--- src/verilog/panel_defines.svh ---
// Purpose: constants for the front panel switch and indicator logic
// Assumes: 10 MHz system clock
// Notes: debounce and reset-stretch times are given in microseconds
`ifndef PANEL_DEFINES_SVH
`define PANEL_DEFINES_SVH
`define CLK_PERIOD_NS 100
`define DEBOUNCE_US 10000
`define DEBOUNCE_CYC ((`DEBOUNCE_US * 1000 + `CLK_PERIOD_NS - 1) / `CLK_PERIOD_NS)
`define RESET_HOLD_US 200
`define RESET_HOLD_CYC ((`RESET_HOLD_US * 1000 + `CLK_PERIOD_NS - 1) / `CLK_PERIOD_NS)
`define CNT_W 20
`define LED_COUNT 6
`define LED_CHECKSTOP 0
`define LED_BOARD_FAULT 1
`define LED_CPU_ACT 2
`define LED_PCI_ACT 3
`define LED_SUPPLY_GOOD 4
`define LED_SYS_CTRL 5
`endif

--- src/verilog/panel_pkg.sv ---
// Purpose: types for the front panel switch and indicator logic
// Assumes: panel_defines.svh gives the widths
// Notes: state is carried as one packed struct
`include "panel_defines.svh"
package panel_pkg;
  typedef enum logic [2:0] {
    DB_IDLE = 3'b001,
    DB_PRESSED = 3'b010,
    DB_RELEASE = 3'b100
  } db_state_t;

  typedef struct packed {
    logic checkstop;
    logic board_fault;
    logic cpu_busy;
    logic pci_busy;
    logic supply_5v;
    logic supply_p12v;
    logic supply_n12v;
  } board_status_t;

  typedef struct packed {
    logic watchdog_timeout;
    logic bridge_misc_control;
  } reset_req_t;

  typedef struct packed {
    db_state_t abort_st;
    logic [`CNT_W-1:0] abort_cnt;
    logic abort_irq;
    db_state_t reset_st;
    logic [`CNT_W-1:0] reset_cnt;
    logic [`CNT_W-1:0] hold_cnt;
    logic board_reset;
    logic sysreset_drive;
    logic [`LED_COUNT-1:0] leds;
  } panel_state_t;
endpackage : panel_pkg

--- src/verilog/front_panel_switch_led_logic.sv ---
// Purpose: debounced abort interrupt, reset pushbutton and power-up reset fan-out, indicator drive
// Assumes: button and status inputs are synchronous to clk_sys; buttons active high when pressed
// Notes: SYSRESET* is open-drain; its enable is low while driven
`timescale 1ns/1ps
`include "panel_defines.svh"

module front_panel_switch_led_logic #(
  parameter int unsigned DEBOUNCE_CYC = `DEBOUNCE_CYC,
  parameter int unsigned RESET_HOLD_CYC = `RESET_HOLD_CYC
) (
  input wire logic clk_sys,
  input wire logic rst,
  input wire logic abort_button,
  input wire logic reset_button,
  input wire logic sys_controller,
  input wire panel_pkg::board_status_t status,
  input wire panel_pkg::reset_req_t reset_req,
  input wire logic sysreset_in_n,
  output logic abort_irq,
  output logic board_reset,
  output logic sysreset_out,
  output logic sysreset_oe_n,
  output logic [`LED_COUNT-1:0] leds
);
  import panel_pkg::*;

  localparam logic [`CNT_W-1:0] DB_LAST = `CNT_W'(DEBOUNCE_CYC - 1);
  localparam logic [`CNT_W-1:0] HOLD_LAST = `CNT_W'(RESET_HOLD_CYC - 1);

  panel_state_t s_r;
  panel_state_t s_nxt;
  logic sys_reset_src;
  logic hold_active;

  always_comb
  begin
    s_nxt = s_r;
    s_nxt.abort_irq = 1'b0;
    // Abort: accept a press only after it is steady, then wait for a steady release
    case (s_r.abort_st)
      DB_IDLE:
      begin
        if (abort_button)
        begin
          if (s_r.abort_cnt == DB_LAST)
          begin
            s_nxt.abort_st = DB_PRESSED;
            s_nxt.abort_cnt = '0;
            s_nxt.abort_irq = 1'b1;
          end
          else
            s_nxt.abort_cnt = s_r.abort_cnt + 1'b1;
        end
        else
          s_nxt.abort_cnt = '0;
      end
      DB_PRESSED:
      begin
        if (!abort_button)
        begin
          if (s_r.abort_cnt == DB_LAST)
          begin
            s_nxt.abort_st = DB_IDLE;
            s_nxt.abort_cnt = '0;
          end
          else
            s_nxt.abort_cnt = s_r.abort_cnt + 1'b1;
        end
        else
          s_nxt.abort_cnt = '0;
      end
      default:
      begin
        s_nxt.abort_st = DB_IDLE;
        s_nxt.abort_cnt = '0;
      end
    endcase

    // Reset button: debounce the press; hold reset while pressed and a while after
    case (s_r.reset_st)
      DB_IDLE:
      begin
        if (reset_button)
        begin
          if (s_r.reset_cnt == DB_LAST)
          begin
            s_nxt.reset_st = DB_PRESSED;
            s_nxt.reset_cnt = '0;
          end
          else
            s_nxt.reset_cnt = s_r.reset_cnt + 1'b1;
        end
        else
          s_nxt.reset_cnt = '0;
      end
      DB_PRESSED:
      begin
        if (!reset_button)
        begin
          if (s_r.reset_cnt == DB_LAST)
          begin
            s_nxt.reset_st = DB_IDLE;
            s_nxt.reset_cnt = '0;
          end
          else
            s_nxt.reset_cnt = s_r.reset_cnt + 1'b1;
        end
        else
          s_nxt.reset_cnt = '0;
      end
      default:
      begin
        s_nxt.reset_st = DB_IDLE;
        s_nxt.reset_cnt = '0;
      end
    endcase

    if (s_nxt.reset_st == DB_PRESSED)
      s_nxt.hold_cnt = '0;
    else if (s_r.hold_cnt != HOLD_LAST)
      s_nxt.hold_cnt = s_r.hold_cnt + 1'b1;

    hold_active = (s_nxt.reset_st == DB_PRESSED) || (s_nxt.hold_cnt != HOLD_LAST);
    // Power-up hold counts from reset release, so it covers the power-up source too
    sys_reset_src = hold_active || reset_req.watchdog_timeout || reset_req.bridge_misc_control;
    s_nxt.board_reset = hold_active;
    s_nxt.sysreset_drive = sys_controller && sys_reset_src;

    // Lamp test overrides the status indicators while board reset is in force
    if (hold_active)
      s_nxt.leds = '1;
    else
    begin
      s_nxt.leds[`LED_CHECKSTOP] = status.checkstop;
      s_nxt.leds[`LED_BOARD_FAULT] = status.board_fault;
      s_nxt.leds[`LED_CPU_ACT] = status.cpu_busy;
      s_nxt.leds[`LED_PCI_ACT] = status.pci_busy;
      s_nxt.leds[`LED_SUPPLY_GOOD] = status.supply_5v && status.supply_p12v && status.supply_n12v;
      s_nxt.leds[`LED_SYS_CTRL] = sys_controller;
    end
  end

  always_ff @(posedge clk_sys or posedge rst)
  begin
    if (rst)
    begin
      s_r.abort_st <= DB_IDLE;
      s_r.abort_cnt <= '0;
      s_r.abort_irq <= 1'b0;
      s_r.reset_st <= DB_IDLE;
      s_r.reset_cnt <= '0;
      s_r.hold_cnt <= '0;
      s_r.board_reset <= 1'b1;
      s_r.sysreset_drive <= 1'b0;
      s_r.leds <= '1;
    end
    else
      s_r <= s_nxt;
  end

  assign abort_irq = s_r.abort_irq;
  assign board_reset = s_r.board_reset;
  assign sysreset_out = 1'b0;
  assign sysreset_oe_n = ~s_r.sysreset_drive;
  assign leds = s_r.leds;
endmodule : front_panel_switch_led_logic

--- config.mk ---
export PLATFORM = sky130hd
export DESIGN_NAME = front_panel_switch_led_logic
export DESIGN_NICKNAME = d
export VERILOG_FILES = /design/src/verilog/panel_pkg.sv /design/src/verilog/front_panel_switch_led_logic.sv
export VERILOG_INCLUDE_DIRS = /design/src /design/src/verilog
export SDC_FILE = /design/constraint.sdc
export NUM_CORES = 1
export LEC_CHECK = 0
export ABC_CLOCK_PERIOD_IN_PS = 3000
export BUFFER_PORTS_ARGS = -buffer_cell sky130_fd_sc_hd__buf_2
export CAP_MARGIN = 0
export CORE_ASPECT_RATIO = 0.6
export CORE_MARGIN = 3
export CORE_UTILIZATION = 60
export CTS_CLUSTER_DIAMETER = 150
export DETAILED_ROUTE_END_ITERATION = 7
export PLACE_DENSITY = 0.89
export SETUP_SLACK_MARGIN = 0.05
export SLEW_MARGIN = 20
export SYNTH_ARGS = -nofsm -noshare
export SYNTH_HDL_FRONTEND = slang
export SYNTH_SLANG_ARGS = --single-unit
--- constraint.sdc ---
create_clock -name clk_sys -period 3 [get_ports clk_sys]
set_input_delay 0.3 -clock clk_sys [delete_from_list [all_inputs] [get_ports clk_sys]]
set_output_delay 0.3 -clock clk_sys [all_outputs]
set_load 0.01 [all_outputs]
Yosys cells after proc, flatten, opt, wreduce, memory -nomap -nowiden
Cells that the tools add are included.
{"block": "totals", "output_inout_bits": 10, "elab_cells": 55, "regBits": 75, "inputBits": 15}
{"block": "op_classes", "muxes": 22, "n_eq_ne": 13, "n_reduce_logical": 7, "add_sub_neg": 3, "n_bitwise": 1}
{"operator": "$mux 20", "n": 8}
{"operator": "$pmux 23 s2", "n": 2}
{"operator": "$add 20x1->20 const B", "n": 3}
{"operator": "$eq 20x17->1 const B", "n": 2}
{"operator": "$ne 20x11->1 const B", "n": 2}
{"operator": "$mux 3", "n": 8}
{"operator": "$eq 3x2->1 const B", "n": 3}
{"operator": "$ne 2x2->1 const B", "n": 4}
{"operator": "$eq 3x1->1 const B", "n": 2}
{"operator": "$mux 6", "n": 1}
{"operator": "$reduce_and 4->1", "n": 1}
{"operator": "$logic_and 1x1->1", "n": 3}
{"operator": "$logic_or 1x1->1", "n": 3}
{"operator": "$mux 1", "n": 3}
{"operator": "$not 1->1", "n": 1}

Longest topological paths before layout
Gate-level depths: netlist of run 1.
{"block": "depth", "word_depth": 11, "depth_mapped": 9, "ltp_nobuf": 8}

Worst setup path after synthesis of run 1
Ideal clock, no wire load.
{"block": "synth_timing", "path_kind": "register to register", "start": "register s_r[8] in the netlist's numbering", "end": "register s_r[6] in the netlist's numbering", "setup_slack_ns": 0.515, "period_less_slack_ns": 2.485, "n_path_buf": 1, "stages_incl_launch_ff": 9, "setup_time_ns": 0.164, "arrival_time_ns": 2.321, "required_ns": 2.836, "path_cell_list": "dfrtp_1 ha_1 clkbuf_1 nand3_1 nor2_1 xnor2_1 or3b_2 a2111oi_4 a31oi_1"}
{"element": "start: declaration", "line_no": "front_panel_switch_led_logic.sv:30", "rtl": "panel_state_t s_r;"}
{"element": "start signal: assignment", "line_no": "front_panel_switch_led_logic.sv:158", "rtl": "s_r <= s_nxt;"}

==> metrics.md, run 1 <==
| Metric | Value |
|---|---|
| Hold buffers post-CTS | 0 |
| Fin crit share | 93.8% |
| Net total in the final layout | 443 |
| Bufs on Longest Clock Path | 2 |
| Die X | 109 um |
| Seq cells post-synth | 74 |
| Worst-margin pin slew | 0.762 ns |
| Core area | 0.00586 mm^2 |
| Die area | 0.00741 mm^2 |
| Max-Cap Viols | 0 |
| Worst slew margin | 49.1% |
| First-pass GRT wire length | 13100 um |
| Asr flop ratio synth | 100% |
| Average cell area after synthesis | 9.48 um^2 |
| Worst Hold Class | in2async |
| Minimum clock period | 2.81 ns |
| Area Growth Syn to Fin | 10.1% |
| Finished Cell Area | 0.00422 mm^2 |
| Grt ovf | 0 |
| Setup_tns | 0 ns |
| Vias in the first global route | 2802 |
| Largest net degree at the start of global routing | 39 |
| CTS clk-pin slew, worst paths | 0.07 ns |
| # clock sinks | 74 |
| # setup viols final | 0 |
| Via count | 2864 |
| Num CTS Buffers | 9 |
| PD cells | 460 mW/mm^2 |
| Placed inst area | 0.00399 mm^2 |
| Skew-Pair Late Insertion Delay | 0.36 ns |
| Area contributors post-synth | dfrtp_1 (42%), nor2_1 (7.7%), xor2_1 (6.6%), dfstp_2 (6.2%), xnor2_1 (5.7%) |
| Vias per inst | 5.66 |
| Final Max Tran Viols | 0 |
| # H-tree levels | 3 |
| Routed len/inst | 15.5 um |
| Synthesized cell area | 0.00383 mm^2 |
| RSZ-0062 raised after global routing | false |
| Initial Utilization | 65.4% |
| Crit path required time | 3.20 ns |
| Crit path max fanout | 9 |
| Post-route ant nets | 0 |
| Die Y | 67.9 um |
| Post-synthesis sequential area ratio | 48.6% |
| DRC viols | 0 |
| LEAKAGE | 1.76 nW |
| N_diodes | 0 |
| Yosys warns | 0 |
| Mapped Cells | 404 |
| Post-synth top area cell | dfrtp_1 |
| I/O pin count | 25 |
| Post-CTS sizing | 0 |
| Iter 0 DRT Violations | 202 |
| Peak VDD IR | 0.344 mV |
| Placer Congestion | 0.821 |
| Startpoint types | flip-flop |
| Netlist cell types | 49 |
| Post-CTS Setup Repair Bufs | 0 |
| Main synth FF type | dfrtp_1 |
| Root Buffer | clkbuf_8 |
| Post-DP HPWL | 5390 um |
| Status | finished clean |
| Antenna violations before repair | 0 |
| Setup Skew | 0.00922 ns |
| Synth top area share | 42.5% |
| # rows | 21 |
| IO buf count | 22 |
| F_max | 355 MHz |
| WL final | 7830 um |
| Crit. End Element | flip-flop |
| GRT Util Overall | 23.6% |
| Worst setup path class | reg2reg |
| Post-synth EDFFs | 0 |
| Arr. time, crit path | 3.01 ns |
| Share of post-route cells with drive strength above 1 | 15.7% |
| Drt pass-1 iters | 5 |
| Final Hold Fails | 0 |
| CTS tree | built |
==> where the power goes <==
group | internal (W) | switching [W] | total, W | leakage [nW]
clock | 0.000511 | 0.000365 | 0.000875 | 0.116
sequential | 0.00100 | 0.00000500 | 0.00101 | 0.933
combinational | 0.0000171 | 0.0000381 | 0.0000552 | 0.709
==> layer usage <==
metal / global-route usage (%) / vias up / routed length (um)
met5: 0 / - / 0
met4: 8.66 / 0 / 153
met3: 7.45 / 14 / 461
met2: 38.0 / 75 / 3670
met1: 30.5 / 1388 / 3540
li1: - / 1387 / -
==> cell usage in the layout, fill, tap and decap left out, types with 5 or more instances in the layout <==
| cell | count |
|---|---|
| a21oi_1 | 5 |
| and2_1 | 6 |
| buf_2 | 22 |
| buf_4 | 5 |
| clkbuf_8 | 11 |
| dfrtp_1 | 65 |
| dfstp_2 | 9 |
| ha_1 | 5 |
| inv_1 | 13 |
| nand2_1 | 26 |
| nand3_1 | 24 |
| nand4_1 | 15 |
| nor2_1 | 79 |
| nor3_1 | 11 |
| nor4_1 | 6 |
| o21ai_0 | 7 |
| or3_1 | 5 |
| xnor2_1 | 25 |
| xor2_1 | 29 |
==> cells by family (layout without fill, tap and decap cells) <==
kind of cell,after synthesis,after routing,share of synthesized area (%)
AO/OA/AOI/OAI,25,25,4.64
XOR/XNOR,54,54,12.3
other,1,2,0.0979
multiplexers,1,1,0.261
AND/OR/NAND/NOR,206,206,27.6
adder cells (fa/ha/maj),6,6,1.96
flip-flops,74,74,48.6
buffers and inverters,37,58,4.44
==> worst max-delay path, stage by stage (launching register included) <==
cell and delay [ns]:
dfrtp_1 0.46, or4_4 0.58, nor4_4 0.62, o311ai_1 0.27
a2111oi_4 0.54, a31oi_1 0.19
==> worst paths after layout <==
kind	from	to	slack [ns]	depth (start not counted)
max in group asynchronous	rst	s_r[72]$_DFFE_PP1P_	2.20	3
min	rst	s_r[52]$_DFF_PP0_	0.08	2
max	s_r[12]$_DFF_PP0_	s_r[6]$_DFF_PP0_	0.19	5
min reg2reg	s_r[50]$_DFF_PP0_	s_r[29]$_DFF_PP0_	0.47	1
min in group clk_sys	status[3]	leds[3]$_DFF_PP1_	0.14	2
max reg2reg	s_r[12]$_DFF_PP0_	s_r[6]$_DFF_PP0_	0.19	5
==> synth_stat cells, types with 4 or more instances <==
cell type and count:
nand3b_1 4, or2_2 4, buf_4 7, nand4_1 15, xor2_1 29, nor4_1 6, dfstp_2 9, dfrtp_1 65
inv_1 14, ha_1 6, nand3_1 24, o21ai_0 7, nor3_1 11, nor2_1 79, clkbuf_1 11, and2_1 6
xnor2_1 25, and4_1 4, a21oi_1 5, or3_1 5, nand2_1 26
==> registers in the layout, summed over array words and instances, names as in the netlist <==
name / count
abort_irq: 1
leds: 6
s_r: 66
board_reset: 1
==> through the flow <==
stage | total power [W] | util [%] | instances | setup WS, ns | hold slack, ns
2_1_floorplan | 0.00106 | - | 405 | 0.515 | 0.409
3_3_place_gp | 0.00108 | 68.1 | 491 | 0.349 | 0.429
3_5_place_dp | 0.00108 | 68.1 | 491 | 0.206 | 0.443
4_1_cts | 0.00196 | 71.9 | 506 | 0.135 | 0.0976
5_1_grt | 0.00201 | 71.9 | 506 | 0.0536 | 0.131
6_report | 0.00194 | 71.9 | 506 | 0.186 | 0.0801
==> final cells by class <==
type	count	area [um^2]
Sequential cell	74	1860
Multi-Input combinational cell	294	1800
Fill cell	438	1640
Timing Repair Buffer	28	168
Clock buffer	11	151
Tap cell	80	100
Clock inverter	4	73.8
Inverter	15	56.3
Note: power is estimated with default switching activity, not from simulation.
==> run 2: changes to the inputs <==
--- a/config.mk
+++ b/config.mk
@@ -14,6 +14,7 @@
 export CORE_UTILIZATION = 60
 export CTS_CLUSTER_DIAMETER = 150
 export DETAILED_ROUTE_END_ITERATION = 7
+export GPL_TIMING_DRIVEN = 0
 export PLACE_DENSITY = 0.89
 export SETUP_SLACK_MARGIN = 0.05
 export SLEW_MARGIN = 20
==> run 2 against run 1 <==
Net effect:
- clock power down 2%
- total power shrank 0.80%
- combinational power rose by 5.3%
- sequential power about the same
- clock-buffer cell count stayed put
- hold slack improved by 0.059 ns
- non-clock buffer count rose by 20
- critical path depth rose by 3
- largest power group unchanged
==> metrics.md, run 2 (same netlist as run 1, synthesis figures left out) <==
| Metric | Value |
|---|---|
| CTS tree | built |
| Largest regs | s_r x66, leds x6 |
| Placer Congestion | 0.862 |
| Vias per inst | 5.59 |
| DRC viols | 0 |
| F_max | 352 MHz |
| Crit path max fanout | 9 |
| R2r endpoint | leds[0]$_DFF_PP1_ |
| Reg2reg path depth | 8 |
| Hold endpoint | leds[1]$_DFF_PP1_ |
| GRT Util Overall | 23.6% |
| # clock sinks | 74 |
| Core area | 0.00586 mm^2 |
| Max-Cap Viols | 0 |
| Bufs on Longest Clock Path | 2 |
| # rows | 21 |
| Startpoint types | flip-flop |
| LEAKAGE | 1.82 nW |
| Flop2flop setup slack | 0.16 ns |
| Largest net degree at the start of global routing | 39 |
| Drt pass-1 iters | 5 |
| Status | finished clean |
| Most common cell after layout, fill and taps aside | nor2_1 |
| Root Buffer | clkbuf_8 |
| I/O pin count | 25 |
| Pre-CTS setup slack | -0.118 ns |
| Post-route ant nets | 0 |
| Iter 0 DRT Violations | 239 |
| Crit. End Element | flip-flop |
| Die area | 0.00741 mm^2 |
| # H-tree levels | 3 |
| Hold_sp | status[5] |
| Max reg flops | 66 |
| Final Hold Fails | 0 |
| Grt ovf | 0 |
| Final Util | 73.9% |
| Num CTS Buffers | 9 |
| Setup Skew | 0.00797 ns |
| First-pass GRT wire length | 13400 um |
| Placed inst area | 0.00407 mm^2 |
| Share of post-route cells with drive strength above 1 | 17.4% |
| Largest Register | s_r |
| CTS clk-pin slew, worst paths | 0.07 ns |
| Die X | 109 um |
| Finished Cell Area | 0.00433 mm^2 |
| # setup viols final | 0 |
| Area Growth Syn to Fin | 13.0% |
| Worst reg2reg path startpoint | s_r[8]$_DFF_PP0_ |
| Post-DP HPWL | 5280 um |
| Commonest cells after routing, fill and taps aside | nor2_1 (79), dfrtp_1 (65), xor2_1 (29), nand2_1 (26) |
| Arr. time, crit path | 3.09 ns |
| Peak VDD IR | 0.343 mV |
| Fin crit share | 94.7% |
| Fin worst setup slack | 0.160 ns |
| Antenna violations before repair | 0 |
| IO buf count | 22 |
| Net total in the final layout | 463 |
| Vias in the first global route | 2809 |
| PD cells | 444 mW/mm^2 |
| Worst-margin pin slew | 0.657 ns |
| Number of fill cells | 399 |
| Skew-Pair Late Insertion Delay | 0.35 ns |
| Via count | 2944 |
| N_diodes | 0 |
| Worst setup path class | reg2reg |
| Final Max Tran Viols | 0 |
| Routed len/inst | 14.8 um |
| Minimum clock period | 2.84 ns |
| Total power | 0.00192 W |
| WL final | 7790 um |
| RSZ-0062 raised after global routing | false |
| WHS Path Cells | 2 |
| Initial Utilization | 65.4% |
| Worst slew margin | 56.2% |
| Worst Hold Class | in2reg |
| Die Y | 67.9 um |
| Crit path required time | 3.25 ns |
## run 2: changes by cell type in the layout (fill, tap and decap cells not counted), moves of 2 or more
| cell | previous run | this run |
|---|---|---|
| clkbuf_1 | 0 | 11 |
| buf_2 | 22 | 25 |
| buf_4 | 5 | 10 |
| clkinv_2 | 1 | 3 |
## run 2: cell type report
cell class | instances | area [um^2] | share of cell area (%)
Multi-Input combinational cell | 294 | 1810 | 41.9
Sequential cell | 74 | 1860 | 43.0
Inverter | 15 | 60.1 | 1.39
Clock buffer | 11 | 141 | 3.27
Clock inverter | 5 | 77.6 | 1.79
Tap cell | 80 | 100 | 2.31
Timing Repair Buffer | 27 | 163 | 3.76
Buffer | 21 | 110 | 2.54
## run 2: critical path, cell delays in order, from the launching register on
cell and delay (ns):
dfrtp_1 0.50, ha_1 0.42, nand3_1 0.24, nor2_1 0.27, xnor2_1 0.12, or3b_2 0.50, a2111oi_4 0.41, buf_4 0.20
nand3b_1 0.08
## run 2: worst max-delay path by stage
| stage | from | to | slack [ns] | cells past startpoint |
|---|---|---|---|---|
| 4_1_cts | s_r[28]$_DFF_PP0_ | s_r[6]$_DFF_PP0_ | 0.05 | 9 |
| 3_3_place_gp | s_r[28]$_DFF_PP0_ | s_r[6]$_DFF_PP0_ | 0.03 | 9 |
| 3_5_place_dp | s_r[28]$_DFF_PP0_ | s_r[6]$_DFF_PP0_ | -0.12 | 9 |
| 2_1_floorplan | s_r[8]$_DFF_PP0_ | s_r[6]$_DFF_PP0_ | 0.51 | 8 |
| 6_report | s_r[8]$_DFF_PP0_ | leds[0]$_DFF_PP1_ | 0.16 | 8 |
| 5_1_grt | s_r[8]$_DFF_PP0_ | leds[1]$_DFF_PP1_ | 0.02 | 8 |
## run 2: routing by layer
| metal | GRT usage (%) | routed length (um) | vias up |
|---|---|---|---|
| met3 | 7.26 | 430 | 14 |
| met5 | 0 | 0 | - |
| met1 | 33.8 | 3700 | 1408 |
| met4 | 8.98 | 116 | 0 |
| met2 | 33.7 | 3540 | 90 |
| li1 | - | - | 1432 |
## run 2: power by group
group	switching, W	leakage, nW	internal (W)
clock	0.000369	0.109	0.000488
sequential	0.00000492	0.933	0.00100
combinational	0.0000389	0.773	0.0000191
## run 2: per-stage QoR
| stage | std cells | hold slack (ns) | TNS [ns] |
|---|---|---|---|
| after floorplan | 405 | 0.409 | 0 |
| after global placement | 507 | 0.428 | 0 |
| after detailed placement | 508 | 0.359 | -0.370 |
| after CTS | 525 | 0.122 | 0 |
| after global routing | 527 | 0.122 | 0 |
| final | 527 | 0.139 | 0 |
## run 2: repair_timing
action | 4_1_cts | 5_1_grt
hold buffers | 1 | 0
pin swaps | 1 | 1
buffers inserted | 0 | 3
endpoints found under the setup margin | 8 | 8
gates resized for setup | 3 | 0
endpoints found under the hold margin | 29 | 0
==> run 3: changes to the inputs <==
--- a/config.mk
+++ b/config.mk
@@ -6,16 +6,16 @@
 export SDC_FILE = /design/constraint.sdc
 export NUM_CORES = 1
 export LEC_CHECK = 0
-export ABC_CLOCK_PERIOD_IN_PS = 3000
+export ABC_CLOCK_PERIOD_IN_PS = 2500
 export BUFFER_PORTS_ARGS = -buffer_cell sky130_fd_sc_hd__buf_2
 export CAP_MARGIN = 0
 export CORE_ASPECT_RATIO = 0.6
 export CORE_MARGIN = 3
-export CORE_UTILIZATION = 60
+export CORE_UTILIZATION = 55
 export CTS_CLUSTER_DIAMETER = 150
 export DETAILED_ROUTE_END_ITERATION = 7
 export GPL_TIMING_DRIVEN = 0
-export PLACE_DENSITY = 0.89
+export PLACE_DENSITY = 0.86
 export SETUP_SLACK_MARGIN = 0.05
 export SLEW_MARGIN = 20
 export SYNTH_ARGS = -nofsm -noshare
==> constraint.sdc (replaced) <==
create_clock -name clk_sys -period 2.5 [get_ports clk_sys]
set_input_delay 0.25 -clock clk_sys [delete_from_list [all_inputs] [get_ports clk_sys]]
set_output_delay 0.25 -clock clk_sys [all_outputs]
set_load 0.01 [all_outputs]
==> run 3 against run 2 <==
Net effect:
- combinational power is 31% higher
- register-to-register slack worse by 0.12 ns
- critical path depth stayed put
- non-clock buffer count is 8 higher
- via count is 5.5% higher
- hold slack worse by 0.027 ns
- flip-flop and latch count stayed put
- largest power group is now clock
- maximum frequency is 16% higher
- first-iteration DRC count is 1.7% lower
==> metrics.md, run 3 (same netlist as run 1, synthesis figures left out) <==
| Metric | Value |
|---|---|
| Critical path depth | 8 |
| Crit. End Element | flip-flop |
| Num CTS Buffers | 9 |
| CP max stage cell | or3b_2 |
| Worst setup path class | reg2reg |
| I/O pin count | 25 |
| Bufs on Longest Clock Path | 2 |
| IO buf count | 22 |
| Net total in the final layout | 471 |
| GRT Util Overall | 22.3% |
| Vias per inst | 5.76 |
| Max-Cap Viols | 0 |
| Final Hold Fails | 0 |
| Worst-margin pin slew | 0.535 ns |
| Routed len/inst | 15.9 um |
| Startpoint types | flip-flop |
| # setup viols final | 0 |
| Core area | 0.00641 mm^2 |
| Post-route ant nets | 0 |
| Setup Skew | 0.00581 ns |
| # clock sinks | 74 |
| Met1 WL | 3780 um |
| Root Buffer | clkbuf_16 |
| # H-tree levels | 3 |
| CTS tree | built |
| Skew-Pair Late Insertion Delay | 0.34 ns |
| Logic pwr share | 3.0% |
| Post-DP HPWL | 5600 um |
| DRC viols | 0 |
| Worst path bufs/invs | 1 |
| Total power | 0.00255 W |
| Reg area | 0.00187 mm^2 |
| Minimum clock period | 2.46 ns |
| Share of post-route cells with drive strength above 1 | 22.0% |
| DR WL met2 | 4010 um |
| Vias in the first global route | 3070 |
| Final Max Tran Viols | 0 |
| First-pass GRT wire length | 14300 um |
| Max reg flops | 66 |
| Placer Congestion | 0.873 |
| Sw frac | 21.6% |
| Worst hold slack | 0.112 ns |
| N_diodes | 0 |
| Number of fill cells | 444 |
| Reg power frac | 47.4% |
| Fin crit share | 98.3% |
| Most common cell after layout, fill and taps aside | nor2_1 |
| Die Y | 70.6 um |
| Met3 WL | 649 um |
| Via count | 3105 |
| Commonest cells after routing, fill and taps aside | nor2_1 (78), dfrtp_1 (61), xor2_1 (29), nand2_1 (26), xnor2_1 (25) |
| Antenna violations before repair | 0 |
| Drt pass-1 iters | 5 |
| Largest Register | s_r |
| Area Growth Syn to Fin | 19.0% |
| WHS Path Cells | 2 |
| Arr. time, crit path | 2.65 ns |
| Clock power frac | 49.6% |
| F_max | 407 MHz |
| Crit path required time | 2.69 ns |
| Top layer in use | met4 |
| Die X | 114 um |
| Grt ovf | 0 |
| Status | finished clean |
| Initial Utilization | 59.7% |
| WL final | 8560 um |
| PD cells | 560 mW/mm^2 |
| Largest net degree at the start of global routing | 59 |
| CTS clk-pin slew, worst paths | 0.06 ns |
| RSZ-0062 raised after global routing | true |
| Reg2reg path depth | 8 |
| Multi-input logic area | 0.00187 mm^2 |
| LEAKAGE | 1.92 nW |
| Final Util | 71.0% |
| Worst slew margin | 64.3% |
| Peak VDD IR | 0.550 mV |
| Crit-path cells | ha_4 > nand3_1 > nor2_2 > xnor2_1 > or3b_2 > a2111oi_4 > buf_4 > a31oi_1 |
| Sw Pwr | 0.000551 W |
| Critical path's largest stage delay | 0.50 ns |
| Crit path max fanout | 9 |
| Worst path top cell family by delay | simple AND/OR/NAND/NOR gates |
| P_int | 0.00200 W |
| Largest regs | s_r x66, leds x6 |
| Die area | 0.00803 mm^2 |
| Iter 0 DRT Violations | 235 |
| # rows | 22 |
| Worst Hold Class | in2reg |
-- run 3: changes by cell type in the layout (fill, tap and decap cells not counted), moves of 2 or more --
cell,change
clkbuf_2,+2
clkinv_4,+3
dfrtp_2,+4
buf_4,+11
ha_1,-2
dfrtp_1,-4
clkbuf_8,-10
clkbuf_1,-5
clkbuf_16,+9
-- run 3: worst register-to-register path, delay by kind of cell, from the launching register on --
kind,cells,cell delay [ns]
simple gates,3,0.88
compound gates,2,0.44
flops,1,0.46
buf+inv,1,0.21
fa+ha+maj,1,0.22
xor+xnor,1,0.11
-- run 3: power by group through the flow --
stage	Sequential (W)	Clock [W]	Combinational, W
after global routing	0.00121	0.00135	0.0000869
after floorplan	0.00123	0	0.0000418
final	0.00121	0.00127	0.0000761
after global placement	0.00123	0	0.0000653
after CTS	0.00121	0.00128	0.0000774
after detailed placement	0.00123	0	0.0000725
-- run 3: routing by layer --
metal / GRT usage [%] / vias up
met5: 0 / -
met4: 6.40 / 0
met3: 7.44 / 12
met2: 35.0 / 133
met1: 29.9 / 1501
li1: - / 1459
-- run 3: per-stage QoR --
step	std cells	cell area (um^2)	setup WS [ns]	TNS, ns
CTS	534	4490	0.0135	0
detailed placement	512	4090	-0.506	-3.54
floorplan	405	3840	0.0594	0
global placement	511	4060	-0.491	-33.83
global route	539	4560	-0.0414	-0.0414
finish	539	4560	0.0421	0
-- run 3: what timing repair did --
action / CTS / global route
pin swaps: 3 / 5
cloned: 0 / 0
setup buffers: 6 / 7
gates resized for setup: 11 / 9
hold buffers: 1 / 0
endpoints found under the setup margin: 32 / 33
endpoints found under the hold margin: 16 / 0
-- run 3: worst paths after layout --
| check | from | endpoint | slack [ns] |
|---|---|---|---|
| setup / recovery | s_r[8]$_DFF_PP0_ | s_r[6]$_DFF_PP0_ | 0.04 |
| hold reg to reg | s_r[50]$_DFF_PP0_ | s_r[29]$_DFF_PP0_ | 0.47 |
| min in group asynchronous | rst | s_r[33]$_DFF_PP0_ | 0.40 |
| max in group asynchronous | rst | leds[3]$_DFF_PP1_ | 1.50 |
| hold / removal | status[4] | leds[2]$_DFF_PP1_ | 0.11 |
| setup reg to reg | s_r[8]$_DFF_PP0_ | s_r[6]$_DFF_PP0_ | 0.04 |
-- run 3: layout make-up --
cell class,count,area share [%]
Inverter,15,1.40
Sequential cell,74,41.0
Multi-Input combinational cell,294,41.1
Timing Repair Buffer,37,5.38
Tap cell,84,2.31
Clock inverter,7,1.54
Buffer,19,2.36
Clock buffer,9,4.94
